File: src/hdl/sspc_pkg.sv
// Shared constants and carrier types for the sleep, wake and handler priority register group
package sspc_pkg;

  // Word offsets inside the group, byte addresses, all aligned
  localparam logic [7:0] SSPC_OFF_SLEEP_CTRL = 8'h00;
  localparam logic [7:0] SSPC_OFF_CONFIG = 8'h04;
  localparam logic [7:0] SSPC_OFF_PRIO_TWO = 8'h08;
  localparam logic [7:0] SSPC_OFF_PRIO_THREE = 8'h0C;

  // Field positions of the sleep and wake control register
  localparam int SSPC_BIT_WAKE_ANY = 4;
  localparam int SSPC_BIT_DEEP_SLEEP = 2;
  localparam int SSPC_BIT_SLEEP_EXIT = 1;

  // Field positions of the configuration indicator register
  localparam int SSPC_BIT_STACK_ALIGN = 9;
  localparam int SSPC_BIT_UNALIGN_TRAP = 3;

  // Position of the realignment flag in the stacked status word
  localparam int SSPC_BIT_PSW_REALIGN = 9;

  // Priority field placement: top of each field is stored
  localparam int SSPC_PRIO_SVC_LSB = 24;
  localparam int SSPC_PRIO_TICK_LSB = 24;
  localparam int SSPC_PRIO_PEND_LSB = 16;
  localparam int SSPC_PRIO_KEEP_LSB = 6;
  localparam int SSPC_PRIO_KEEP_W = 2;

  // Reset values
  localparam logic [2:0] SSPC_SLEEP_RST = 3'h0;
  localparam logic [1:0] SSPC_PRIO_RST = 2'h0;

  // Low power state of the core
  typedef enum logic [1:0] {
    SSPC_RUN = 2'b00,
    SSPC_WAIT_EVT = 2'b01,
    SSPC_SLEEP = 2'b10
  } sspc_pwr_t;

  // Register request from the core
  typedef struct packed {
    logic valid;
    logic write;
    logic [7:0] addr;
    logic [31:0] wdata;
    logic [1:0] size;
  } sspc_req_t;

  // Low power indications towards the clock controller
  typedef struct packed {
    logic sleeping;
    logic deep;
    logic waiting;
  } sspc_pwr_out_t;

  localparam logic [1:0] SSPC_SIZE_WORD = 2'h2;

endpackage

File: src/hdl/sspc_prio_field.sv
// One implemented priority field: two stored bits, the rest zero
`timescale 1ns/10ps
`default_nettype none
module sspc_prio_field #(
  parameter bit IMPL = 1'b1
) (
  input wire logic core_clk,
  input wire logic rst,
  input wire logic wr_en,
  input wire logic [7:0] wr_byte,
  output logic [7:0] rd_byte
);

  logic [1:0] level_q;

  // Only the top two bits are kept; a missing field stays at zero
  always_ff @(posedge core_clk or posedge rst) begin
    if (rst) begin
      level_q <= sspc_pkg::SSPC_PRIO_RST;
    end else if (wr_en && IMPL) begin
      level_q <= wr_byte[7:6];
    end
  end

  assign rd_byte = {level_q, 6'h00};

endmodule
`default_nettype wire

File: src/hdl/sspc_event_latch.sv
// Sticky event register for the wait-for-event instruction
`timescale 1ns/10ps
`default_nettype none
module sspc_event_latch (
  input wire logic core_clk,
  input wire logic rst,
  input wire logic set_evt,
  input wire logic consume,
  output logic evt_q
);

  // A new event wins over a consume in the same cycle, so none is lost
  always_ff @(posedge core_clk or posedge rst) begin
    if (rst) begin
      evt_q <= 1'b0;
    end else if (set_evt) begin
      evt_q <= 1'b1;
    end else if (consume) begin
      evt_q <= 1'b0;
    end
  end

endmodule
`default_nettype wire

File: src/hdl/sspc_top.sv
// Sleep and wake control, configuration indicator and handler priority registers
// Summary of operation
// - Wake-any-pending clear: only enabled interrupts or events wake the core
// - Wake-any-pending set: enabled events and every interrupt wake the core
// - A newly pending event, or an interrupt that may wake the core, raises the internal event signal
// - An event while not waiting is latched and consumed by next wait
// - Send-event instruction or external event input also wake a waiting core
// - Deep sleep select bit two: zero sleep, one deep sleep
// - Sleep after handler return bit one sleeps on return to thread mode
// - Configuration indicator is read only; writes change nothing
// - Configuration bit nine reads one: eight byte stack alignment
// - Exception entry records realignment in stacked status word bit nine
// - Exception return uses stacked bit nine to restore stack alignment
// - Configuration bit three reads one; unaligned accesses raise hard fault
// - Priority registers hold levels zero to 192 for configurable handlers
// - Priority registers are reached by full word accesses only
// - Each priority field stores bits seven and six; others read zero
// - Second priority register bits 31 to 24 hold supervisor call priority
// - Third priority register bits 31 to 24 hold tick timer priority
// - Third priority register bits 23 to 16 hold pendable service priority
// - Without tick timer its priority field is reserved, not stored
`timescale 1ns/10ps
`default_nettype none
module sspc_top #(
  parameter bit HAS_TICK_TIMER = 1'b1,
  parameter bit HAS_DEEP_SLEEP = 1'b1,
  parameter int NUM_IRQ = 32
) (
  input wire logic core_clk,
  input wire logic rst,
  input wire sspc_pkg::sspc_req_t reg_req,
  output logic [31:0] reg_rdata,
  output logic reg_err,
  input wire logic [NUM_IRQ-1:0] irq_pending,
  input wire logic [NUM_IRQ-1:0] irq_enabled,
  input wire logic core_event,
  input wire logic ext_event_pin,
  input wire logic send_event_instr,
  input wire logic wait_for_event_instr,
  input wire logic wait_for_irq_instr,
  input wire logic handler_return_to_thread,
  input wire logic exc_entry,
  input wire logic exc_sp_bit2,
  input wire logic exc_return,
  input wire logic [31:0] stacked_psw,
  input wire logic [31:0] exc_sp,
  input wire logic access_valid,
  input wire logic [1:0] access_addr_lo,
  input wire logic [1:0] access_size,
  output sspc_pkg::sspc_pwr_out_t pwr_state,
  output logic wake_req,
  output logic [31:0] psw_stack_q,
  output logic [31:0] sp_restore_q,
  output logic hard_fault_req,
  output logic [1:0] supervisor_call_priority,
  output logic [1:0] pendable_service_priority,
  output logic [1:0] tick_timer_priority
);

  //////////////////////////////////////////////////////////////////////////////
  // Register group state

  logic wake_on_any_pending_q;
  logic deep_sleep_select_q;
  logic sleep_after_handler_return_q;
  logic word_ok;
  logic wr_two;
  logic wr_three;
  logic [7:0] svc_byte;
  logic [7:0] pend_byte;
  logic [7:0] tick_byte;
  logic [31:0] rdata_d;
  logic err_d;

  // Non-word requests are refused so byte lanes never split a field
  assign word_ok = reg_req.valid && (reg_req.size == sspc_pkg::SSPC_SIZE_WORD) &&
                   (reg_req.addr[1:0] == 2'h0);
  assign wr_two = word_ok && reg_req.write && (reg_req.addr == sspc_pkg::SSPC_OFF_PRIO_TWO);
  assign wr_three = word_ok && reg_req.write &&
                    (reg_req.addr == sspc_pkg::SSPC_OFF_PRIO_THREE);

  // Sleep and wake control bits; reserved positions are never stored
  always_ff @(posedge core_clk or posedge rst) begin
    if (rst) begin
      wake_on_any_pending_q <= sspc_pkg::SSPC_SLEEP_RST[2];
      deep_sleep_select_q <= sspc_pkg::SSPC_SLEEP_RST[1];
      sleep_after_handler_return_q <= sspc_pkg::SSPC_SLEEP_RST[0];
    end else if (word_ok && reg_req.write &&
                 (reg_req.addr == sspc_pkg::SSPC_OFF_SLEEP_CTRL)) begin
      wake_on_any_pending_q <= reg_req.wdata[sspc_pkg::SSPC_BIT_WAKE_ANY];
      // Without a second mode the bit is held at zero
      deep_sleep_select_q <= reg_req.wdata[sspc_pkg::SSPC_BIT_DEEP_SLEEP] &
                             HAS_DEEP_SLEEP;
      sleep_after_handler_return_q <= reg_req.wdata[sspc_pkg::SSPC_BIT_SLEEP_EXIT];
    end
  end

  //////////////////////////////////////////////////////////////////////////////
  // Priority fields

  sspc_prio_field #(.IMPL(1'b1)) u_svc (
    .core_clk(core_clk),
    .rst(rst),
    .wr_en(wr_two),
    .wr_byte(reg_req.wdata[sspc_pkg::SSPC_PRIO_SVC_LSB +: 8]),
    .rd_byte(svc_byte)
  );

  sspc_prio_field #(.IMPL(1'b1)) u_pend (
    .core_clk(core_clk),
    .rst(rst),
    .wr_en(wr_three),
    .wr_byte(reg_req.wdata[sspc_pkg::SSPC_PRIO_PEND_LSB +: 8]),
    .rd_byte(pend_byte)
  );

  sspc_prio_field #(.IMPL(HAS_TICK_TIMER)) u_tick (
    .core_clk(core_clk),
    .rst(rst),
    .wr_en(wr_three),
    .wr_byte(reg_req.wdata[sspc_pkg::SSPC_PRIO_TICK_LSB +: 8]),
    .rd_byte(tick_byte)
  );

  // Priorities registered toward the exception prioritiser
  always_ff @(posedge core_clk or posedge rst) begin
    if (rst) begin
      supervisor_call_priority <= 2'h0;
      pendable_service_priority <= 2'h0;
      tick_timer_priority <= 2'h0;
    end else begin
      supervisor_call_priority <= svc_byte[7:6];
      pendable_service_priority <= pend_byte[7:6];
      tick_timer_priority <= tick_byte[7:6];
    end
  end

  //////////////////////////////////////////////////////////////////////////////
  // Read path

  // Read data and refusal, one cycle after the request
  always_comb begin
    rdata_d = 32'h0000_0000;
    err_d = 1'b0;
    if (reg_req.valid && !word_ok) begin
      err_d = 1'b1;
    end else if (!reg_req.valid) begin
      err_d = 1'b0;
    end else if (reg_req.addr == sspc_pkg::SSPC_OFF_SLEEP_CTRL) begin
      rdata_d[sspc_pkg::SSPC_BIT_WAKE_ANY] = wake_on_any_pending_q;
      rdata_d[sspc_pkg::SSPC_BIT_DEEP_SLEEP] = deep_sleep_select_q;
      rdata_d[sspc_pkg::SSPC_BIT_SLEEP_EXIT] = sleep_after_handler_return_q;
    end else if (reg_req.addr == sspc_pkg::SSPC_OFF_CONFIG) begin
      // Constant bits, so a write here simply has nothing to change
      rdata_d[sspc_pkg::SSPC_BIT_STACK_ALIGN] = 1'b1;
      rdata_d[sspc_pkg::SSPC_BIT_UNALIGN_TRAP] = 1'b1;
    end else if (reg_req.addr == sspc_pkg::SSPC_OFF_PRIO_TWO) begin
      rdata_d[sspc_pkg::SSPC_PRIO_SVC_LSB +: 8] = svc_byte;
    end else if (reg_req.addr == sspc_pkg::SSPC_OFF_PRIO_THREE) begin
      rdata_d[sspc_pkg::SSPC_PRIO_TICK_LSB +: 8] = tick_byte;
      rdata_d[sspc_pkg::SSPC_PRIO_PEND_LSB +: 8] = pend_byte;
    end else begin
      err_d = 1'b1;
    end
  end

  // Reads are only meaningful on the cycle after a read request
  always_ff @(posedge core_clk or posedge rst) begin
    if (rst) begin
      reg_rdata <= 32'h0000_0000;
      reg_err <= 1'b0;
    end else begin
      reg_rdata <= (reg_req.valid && !reg_req.write) ? rdata_d : 32'h0000_0000;
      reg_err <= err_d;
    end
  end

  //////////////////////////////////////////////////////////////////////////////
  // Events and wake

  logic ext_sync1_q;
  logic ext_sync2_q;
  logic ext_prev_q;
  logic [NUM_IRQ-1:0] wake_src;
  logic [NUM_IRQ-1:0] wake_prev_q;
  logic new_pend;
  logic evt_set;
  logic evt_q;
  logic irq_wake;
  sspc_pkg::sspc_pwr_t state_q;

  // External event pin comes from outside the clock domain
  always_ff @(posedge core_clk or posedge rst) begin
    if (rst) begin
      ext_sync1_q <= 1'b0;
      ext_sync2_q <= 1'b0;
      ext_prev_q <= 1'b0;
    end else begin
      ext_sync1_q <= ext_event_pin;
      ext_sync2_q <= ext_sync1_q;
      ext_prev_q <= ext_sync2_q;
    end
  end

  // Disabled interrupts count only when wake-on-any-pending is set
  generate
    for (genvar i = 0; i < NUM_IRQ; i++) begin : g_src
      assign wake_src[i] = irq_pending[i] & (irq_enabled[i] | wake_on_any_pending_q);
    end
  endgenerate

  always_ff @(posedge core_clk or posedge rst) begin
    if (rst) begin
      wake_prev_q <= '0;
    end else begin
      wake_prev_q <= wake_src;
    end
  end

  // Only a rising pending state makes a fresh event
  assign new_pend = |(wake_src & ~wake_prev_q);
  assign evt_set = new_pend | core_event | send_event_instr |
                   (ext_sync2_q & ~ext_prev_q);
  assign irq_wake = |wake_src;

  // A wait that finds the latch set spends it; an event that wakes a waiting core
  // is used up by that wake, so it cannot make the next wait fall through
  sspc_event_latch u_evt (
    .core_clk(core_clk),
    .rst(rst),
    .set_evt(evt_set && (state_q != sspc_pkg::SSPC_WAIT_EVT)),
    .consume((state_q == sspc_pkg::SSPC_WAIT_EVT) ||
             ((state_q == sspc_pkg::SSPC_RUN) && wait_for_event_instr)),
    .evt_q(evt_q)
  );

  // Power state: wait-for-event, sleep, or running
  always_ff @(posedge core_clk or posedge rst) begin
    if (rst) begin
      state_q <= sspc_pkg::SSPC_RUN;
    end else begin
      case (state_q)
        sspc_pkg::SSPC_RUN: begin
          if (wait_for_event_instr && !evt_q) begin
            state_q <= sspc_pkg::SSPC_WAIT_EVT;
          end else if (wait_for_irq_instr ||
                       (handler_return_to_thread && sleep_after_handler_return_q)) begin
            state_q <= sspc_pkg::SSPC_SLEEP;
          end
        end
        sspc_pkg::SSPC_WAIT_EVT: begin
          if (evt_q || evt_set) begin
            state_q <= sspc_pkg::SSPC_RUN;
          end
        end
        sspc_pkg::SSPC_SLEEP: begin
          if (irq_wake || evt_set) begin
            state_q <= sspc_pkg::SSPC_RUN;
          end
        end
        default: begin
          state_q <= sspc_pkg::SSPC_RUN;
        end
      endcase
    end
  end

  // Indications registered so the clock controller sees clean levels
  always_ff @(posedge core_clk or posedge rst) begin
    if (rst) begin
      pwr_state <= '0;
      wake_req <= 1'b0;
    end else begin
      pwr_state.sleeping <= (state_q != sspc_pkg::SSPC_RUN);
      pwr_state.deep <= (state_q != sspc_pkg::SSPC_RUN) && deep_sleep_select_q;
      pwr_state.waiting <= (state_q == sspc_pkg::SSPC_WAIT_EVT);
      wake_req <= ((state_q == sspc_pkg::SSPC_WAIT_EVT) && (evt_q || evt_set)) ||
                  ((state_q == sspc_pkg::SSPC_SLEEP) && (irq_wake || evt_set));
    end
  end

  //////////////////////////////////////////////////////////////////////////////
  // Stack alignment and unaligned trap

  // Entry records realignment; return undoes the four byte pad
  always_ff @(posedge core_clk or posedge rst) begin
    if (rst) begin
      psw_stack_q <= 32'h0000_0000;
      sp_restore_q <= 32'h0000_0000;
    end else if (exc_entry) begin
      psw_stack_q <= stacked_psw;
      psw_stack_q[sspc_pkg::SSPC_BIT_PSW_REALIGN] <= exc_sp_bit2;
    end else if (exc_return) begin
      sp_restore_q <= stacked_psw[sspc_pkg::SSPC_BIT_PSW_REALIGN] ?
                      (exc_sp | 32'h0000_0004) : exc_sp;
    end
  end

  // Any misaligned halfword or word access traps
  always_ff @(posedge core_clk or posedge rst) begin
    if (rst) begin
      hard_fault_req <= 1'b0;
    end else begin
      hard_fault_req <= access_valid &&
                        (((access_size == 2'h1) && access_addr_lo[0]) ||
                         ((access_size == 2'h2) && (access_addr_lo != 2'h0)));
    end
  end

endmodule
`default_nettype wire

File: config.mk
export PLATFORM = sky130hd
export DESIGN_NAME = sspc_top
export DESIGN_NICKNAME = d
export VERILOG_FILES = /design/src/hdl/sspc_pkg.sv /design/src/hdl/sspc_prio_field.sv /design/src/hdl/sspc_event_latch.sv /design/src/hdl/sspc_top.sv
export SDC_FILE = /design/constraint.sdc
export NUM_CORES = 1
export LEC_CHECK = 0
export BUFFER_PORTS_ARGS = -buffer_cell sky130_fd_sc_hd__buf_2
export CORE_AREA = 2 2 114 116
export CTS_BUF_LIST = sky130_fd_sc_hd__clkbuf_8
export CTS_CLUSTER_DIAMETER = 40
export DETAILED_ROUTE_END_ITERATION = 7
export DIE_AREA = 0 0 116 118
export GPL_TIMING_DRIVEN = 0
export PLACE_DENSITY = 0.78
export SKIP_LAST_GASP = 1
export SLEW_MARGIN = 20
export SYNTH_ARGS = -nofsm -noshare
export SYNTH_HDL_FRONTEND = slang
export SYNTH_SLANG_ARGS = --single-unit
File: constraint.sdc
create_clock -name core_clk -period 11.15 [get_ports core_clk]
set_input_delay 1.115 -clock core_clk [delete_from_list [all_inputs] [get_ports core_clk]]
set_output_delay 1.115 -clock core_clk [all_outputs]
set_load 0.05 [all_outputs]
* Word-level counts from Yosys, hierarchy flattened
Cells that the tools add are included.
Cells by class: add/subtract/negate cells 0, $mul 0, divide/modulo/power cells 0, order comparisons 0, equality and inequality tests 12, shift-type cells 0, multiplexer cells 30, bitwise gates (word level) 72, reduce and logical (&&, ||, !) cells 37
Operators by type and width (count):
- $mux W16 | 5
- $reduce_or A32 Y1 | 2
- $or A1 B1 Y1 | 35
- $and A1 B1 Y1 | 33
- $and A32 B32 Y32 | 1
- $mux W32 | 1
- $not A32 Y32 | 1
- $logic_and A1 B1 Y1 | 18
- $eq A8 B4 Y1 const B | 2
- $mux W8 | 2
- $mux W1 | 13
- $mux W2 | 5
- $eq A8 B3 Y1 const B | 1
- $logic_not A8 Y1 | 1
- $mux W4 | 2
- $eq A2 B2 Y1 const B | 3
- $logic_or A1 B1 Y1 | 6
- $pmux W2 S3 | 1
- $reduce_bool A2 Y1 | 3
- $eq A2 B1 Y1 const B | 2
- $logic_not A2 Y1 | 2
- $ne A2 B1 Y1 const B | 2
- $logic_not A1 Y1 | 3
- $mux W3 | 1
- other kinds (5) | 6
Storage, ports and cells: register bits after elaboration 155, latch bits 0, RAM bits 0, memory bits (read-only) 0, output and inout port bits 108, logic and storage cells 175, memories kept 0

* Depth between registers and ports, before layout
depth in word-level cells 10, depth in mapped cells 9, depth with buffers taken out 6

* Cells and area by module
From an unflattened synthesis, not the netlist that was laid out.
Second synthesis, totals: cell total of the unflattened synthesis 453, area total of the unflattened synthesis 5895.7 µm²
Modules (own cells, without submodules):
- sspc_top | times used 1, cells each 413, area an instance 5480.3 µm²
- sspc_prio_field | times used 3, cells each 12, area an instance 125.1 µm²
- sspc_event_latch | times used 1, cells each 4, area an instance 40.0 µm²

* Worst setup path after synthesis
OpenSTA, ideal clock, no wires.
path kind input -> register, start point in reg_req[40] in the netlist's numbering, end point reg u_pend.level_q[0], setup time 125 ps, arrival 2349 ps, slack 8677 ps, stages 6, cells stage by stage nor4b_1 nand4b_1 inv_1 nand2_1 nor2_1 mux2_2
On the way: longest elaborated chain between the ends 2
Ends and longest elaborated chain:
- start, declared | line sspc_top.sv:31 | input wire sspc_pkg::sspc_req_t reg_req,
- $eq A8 B4 Y1 | line sspc_top.sv:80 | (reg_req.addr == sspc_pkg::SSPC_OFF_PRIO_THREE);
- $logic_and A1 B1 Y1 | line sspc_top.sv:79 | assign wr_three = word_ok && reg_req.write &&
- end signal, assigned | line sspc_prio_field.sv:19 | level_q <= sspc_pkg::SSPC_PRIO_RST;
- end signal, assigned | line sspc_prio_field.sv:21 | level_q <= wr_byte[7:6];
- end, declared | line sspc_prio_field.sv:14 | logic [1:0] level_q;
Every way passes these cells. A chain may end at the register's enable or synchronous reset.

* Final worst setup path
start point in reg_req[40] in the netlist's numbering, end point reg u_tick.level_q[1]
On the way: longest elaborated chain between the ends 2
Ends and longest elaborated chain (line):
- $eq A8 B4 Y1 | sspc_top.sv:80
- $logic_and A1 B1 Y1 | sspc_top.sv:79
- end signal, assigned | sspc_prio_field.sv:19
- end signal, assigned | sspc_prio_field.sv:21
- end, declared | sspc_prio_field.sv:14
Every way passes these cells.

==> impl_metrics.env <==
export IMPL_r2r_start="wake_on_any_pending_q"
export IMPL_fin_crit_ns=2.38
export IMPL_first_pass_iters=4
export IMPL_cp_max_fo=5
export IMPL_power_leakage_nw=3.80
export IMPL_coreArea_um2=12400
export IMPL_hold_path_depth=0
export IMPL_cp_required_ns=11.46
export IMPL_final_setup_tns_ns=0
export IMPL_synth_seq_area_share_pct=60.9
export IMPL_highest_layer="met4"
export IMPL_cts_max_level=4
export IMPL_cts_tree="done"
export IMPL_design_die_area_um2=13700
export IMPL_met2_length_um=6530
export IMPL_grt_pass1_wl_um=20500
export IMPL_min_to="ext_sync2_q"
export IMPL_dpl_cell_count=857
export IMPL_yosys_area_top_type_share_pct=60.9
export IMPL_ios=296
export IMPL_port_buffers=245
export IMPL_cap_violations=0
export IMPL_via_per_inst=4.74
export IMPL_row_count=41
export IMPL_vias=4212
export IMPL_hold_buffers=0
export IMPL_vdd_drop_max_v=0.0000777
export IMPL_clk_path_buf_depth=2
export IMPL_die_h_um=118
export IMPL_rsz0062_at_grt="false"
export IMPL_area_delta_synth_final_pct=36.5
export IMPL_hp_class="register to register"
export IMPL_cts_root_buf="clkbuf_8"
export IMPL_synth_avg_cell_area_um2=12.9
export IMPL_path_clk_slew_ns=0.07
export IMPL_grt_pass1_vias=4203
export IMPL_drc=0
export IMPL_place_hpwl_um=10300
export IMPL_netlist_instances=417
export IMPL_grt_overflow_total=0
export IMPL_async_reset_ff_share_pct=100
export IMPL_synth_edf_count=0
export IMPL_finalWirelength_um=13000
export IMPL_worstMarginPinSlew_ns=0.625
export IMPL_synth_cell_types=35
export IMPL_initialDrtViolationCount=195
export IMPL_place_congestion=0.882
export IMPL_slew_headroom_pct=58.3
export IMPL_insertion_delay_ns=0.43
export IMPL_rr_worst_depth=8
export IMPL_synth_top_cells_by_area="dfrtp_1 (61%), mux2_2 (15%), o21a_1 (4.0%), a22oi_1 (3.8%), buf_4 (3.3%)"
export IMPL_hold_viol=0
export IMPL_slew_violations=0
export IMPL_cts_sinks=131
export IMPL_synth_top_flop_cell="dfrtp_1"
export IMPL_die_w_um=116
export IMPL_arrival_ns=2.70
export IMPL_yosys_warnings=0
export IMPL_wl_per_cell_um=14.6
export IMPL_post_route_period_util_pct=21.4
export IMPL_diodes=0
export IMPL_drtAntennaViolNets=0
export IMPL_fmax_mhz=420
export IMPL_r2r_slack_ns=8.99
export IMPL_layout_nets=892
export IMPL_drive_gt1_share_pct=52.8
export IMPL_stdcell_count=888
export IMPL_synth_area_um2=5380
export IMPL_worst_clock_skew_ns=0.00635
export IMPL_outcome="finished clean"
export IMPL_initial_utilization_pct=43.3
export IMPL_hp_start="ext_sync1_q"
export IMPL_postCtsSetupBuffers=0
export IMPL_met3_wirelength_um=941
export IMPL_grt_antenna_before_repair=0
export IMPL_cts_resized=0
export IMPL_ys_ff_latch=131
export IMPL_critical_path_class="primary input to register"
export IMPL_cts_buffers=17
export IMPL_grt_max_degree=68
export IMPL_r2r_end="state_q[0]"
export IMPL_wl_met1_um=5290
export IMPL_critPathLaunchType="primary input"
export IMPL_grt_usage_pct=19.2
export IMPL_synth_top_cell_by_area="dfrtp_1"
export IMPL_cellPowerDensity_nw_per_um2=164
export IMPL_cp_end_kind="register"
export IMPL_finalSetupViolCount=0
[how the worst max path moves through the flow]
stage / endpoint / from / slack [ns]
finish: u_tick.level_q[1] / reg_req[40] / 8.77
floorplan: deep_sleep_select_q / rst / 6.54
global route: state_q[0] / irq_enabled[26] / 8.67
CTS: sp_restore_q[6] / exc_entry / 8.79
global placement: wake_prev_q[2] / rst / 5.34
detailed placement: sp_restore_q[9] / exc_entry / 8.32
[metal layers]
| metal | up-vias | track usage [%] |
|---|---|---|
| li1 | 1990 | - |
| met1 | 2020 | 23.2 |
| met2 | 181 | 32.5 |
| met3 | 21 | 5.56 |
| met4 | 0 | 7.14 |
| met5 | - | 0 |
[final cells by class]
cell class | instances | area, um^2
fillers | 1069 | 5070
flip-flops and latches | 131 | 3280
multi-input cells | 233 | 1800
repair buffers | 246 | 1250
clock buffers | 20 | 275
plain buffers | 37 | 245
well taps | 172 | 215
inverters | 38 | 148
clock inverters | 11 | 135
[registers in the layout, indices dropped and copies added, names as in the netlist, 2 cells and up]
signal                     count
pwr_state                      3
sp_restore_q                  32
u_svc.level_q                  2
state_q                        2
psw_stack_q                   32
u_pend.level_q                 2
u_tick.level_q                 2
supervisor_call_priority       2
pendable_service_priority      2
wake_prev_q                   32
reg_rdata                      8
tick_timer_priority            2
[cell usage in the layout, fill, tap and decap left out, types with 3 or more instances in the layout]
cell type	instances
buf_2	246
dfrtp_1	131
mux2_2	72
inv_1	38
o21a_1	29
a22oi_1	27
buf_4	24
conb_1	23
clkbuf_8	20
nor2_1	13
clkbuf_1	10
o21ai_0	9
nor4_1	9
nand4_1	7
a21oi_1	6
nor3_1	5
nand2_1	5
and2_1	5
clkinv_2	5
and3_1	3
bufinv_16	3
[power breakdown]
part           leakage, nW  total [mW]  switching (mW)  internal [mW]
registers             1.63       0.528          0.0161          0.512
clock network        0.215       0.408           0.173          0.235
logic                 1.95       0.271           0.187         0.0835
[synth_stat cells, types with 2 or more instances]
cell        n
a22oi_1    27
a21oi_1     6
and2_1      5
mux2_2     72
nor3_1      5
nor4b_1     2
nand2_1     5
buf_4      24
nand3_1     2
and3_1      3
nor2b_1     2
buf_6       2
o21a_1     29
clkbuf_1   10
o21ai_0     9
nor2_1     13
mux2i_1     2
nor4_1      9
inv_1      38
nand4_1     7
dfrtp_1   131
[stage by stage]
step | setup WS, ns | total power, mW | area (um^2) | utilization, % | hold WS (ns)
after floorplan | 6.54 | 0.725 | 5460 | - | 0.331
after global placement | 5.34 | 0.802 | 6910 | 55.6 | 0.338
after detailed placement | 8.32 | 0.809 | 6940 | 55.9 | 0.339
after CTS | 8.79 | 1.22 | 7350 | 59.2 | 0.354
after global routing | 8.67 | 1.26 | 7350 | 59.2 | 0.356
final | 8.77 | 1.21 | 7350 | 59.2 | 0.350
[critical path: stages]
cell and delay [ns]:
buf_2 0.10, nor4b_1 0.30, nand4b_1 0.25, inv_1 0.10
nand2_1 0.12, nor2_1 0.33, mux2_2 0.38
[cell families (layout without fill, tap and decap cells)]
group / after synthesis / count (layout) / synth area share (%)
buf+inv: 75 / 352 / 7.21
other cells: 1 / 23 / 0.0697
simple gates: 57 / 57 / 5.91
mux: 74 / 74 / 15.4
xor+xnor: 1 / 1 / 0.163
compound gates: 78 / 78 / 10.3
flops: 131 / 131 / 60.9
Power figures use the tool's default switching activity.
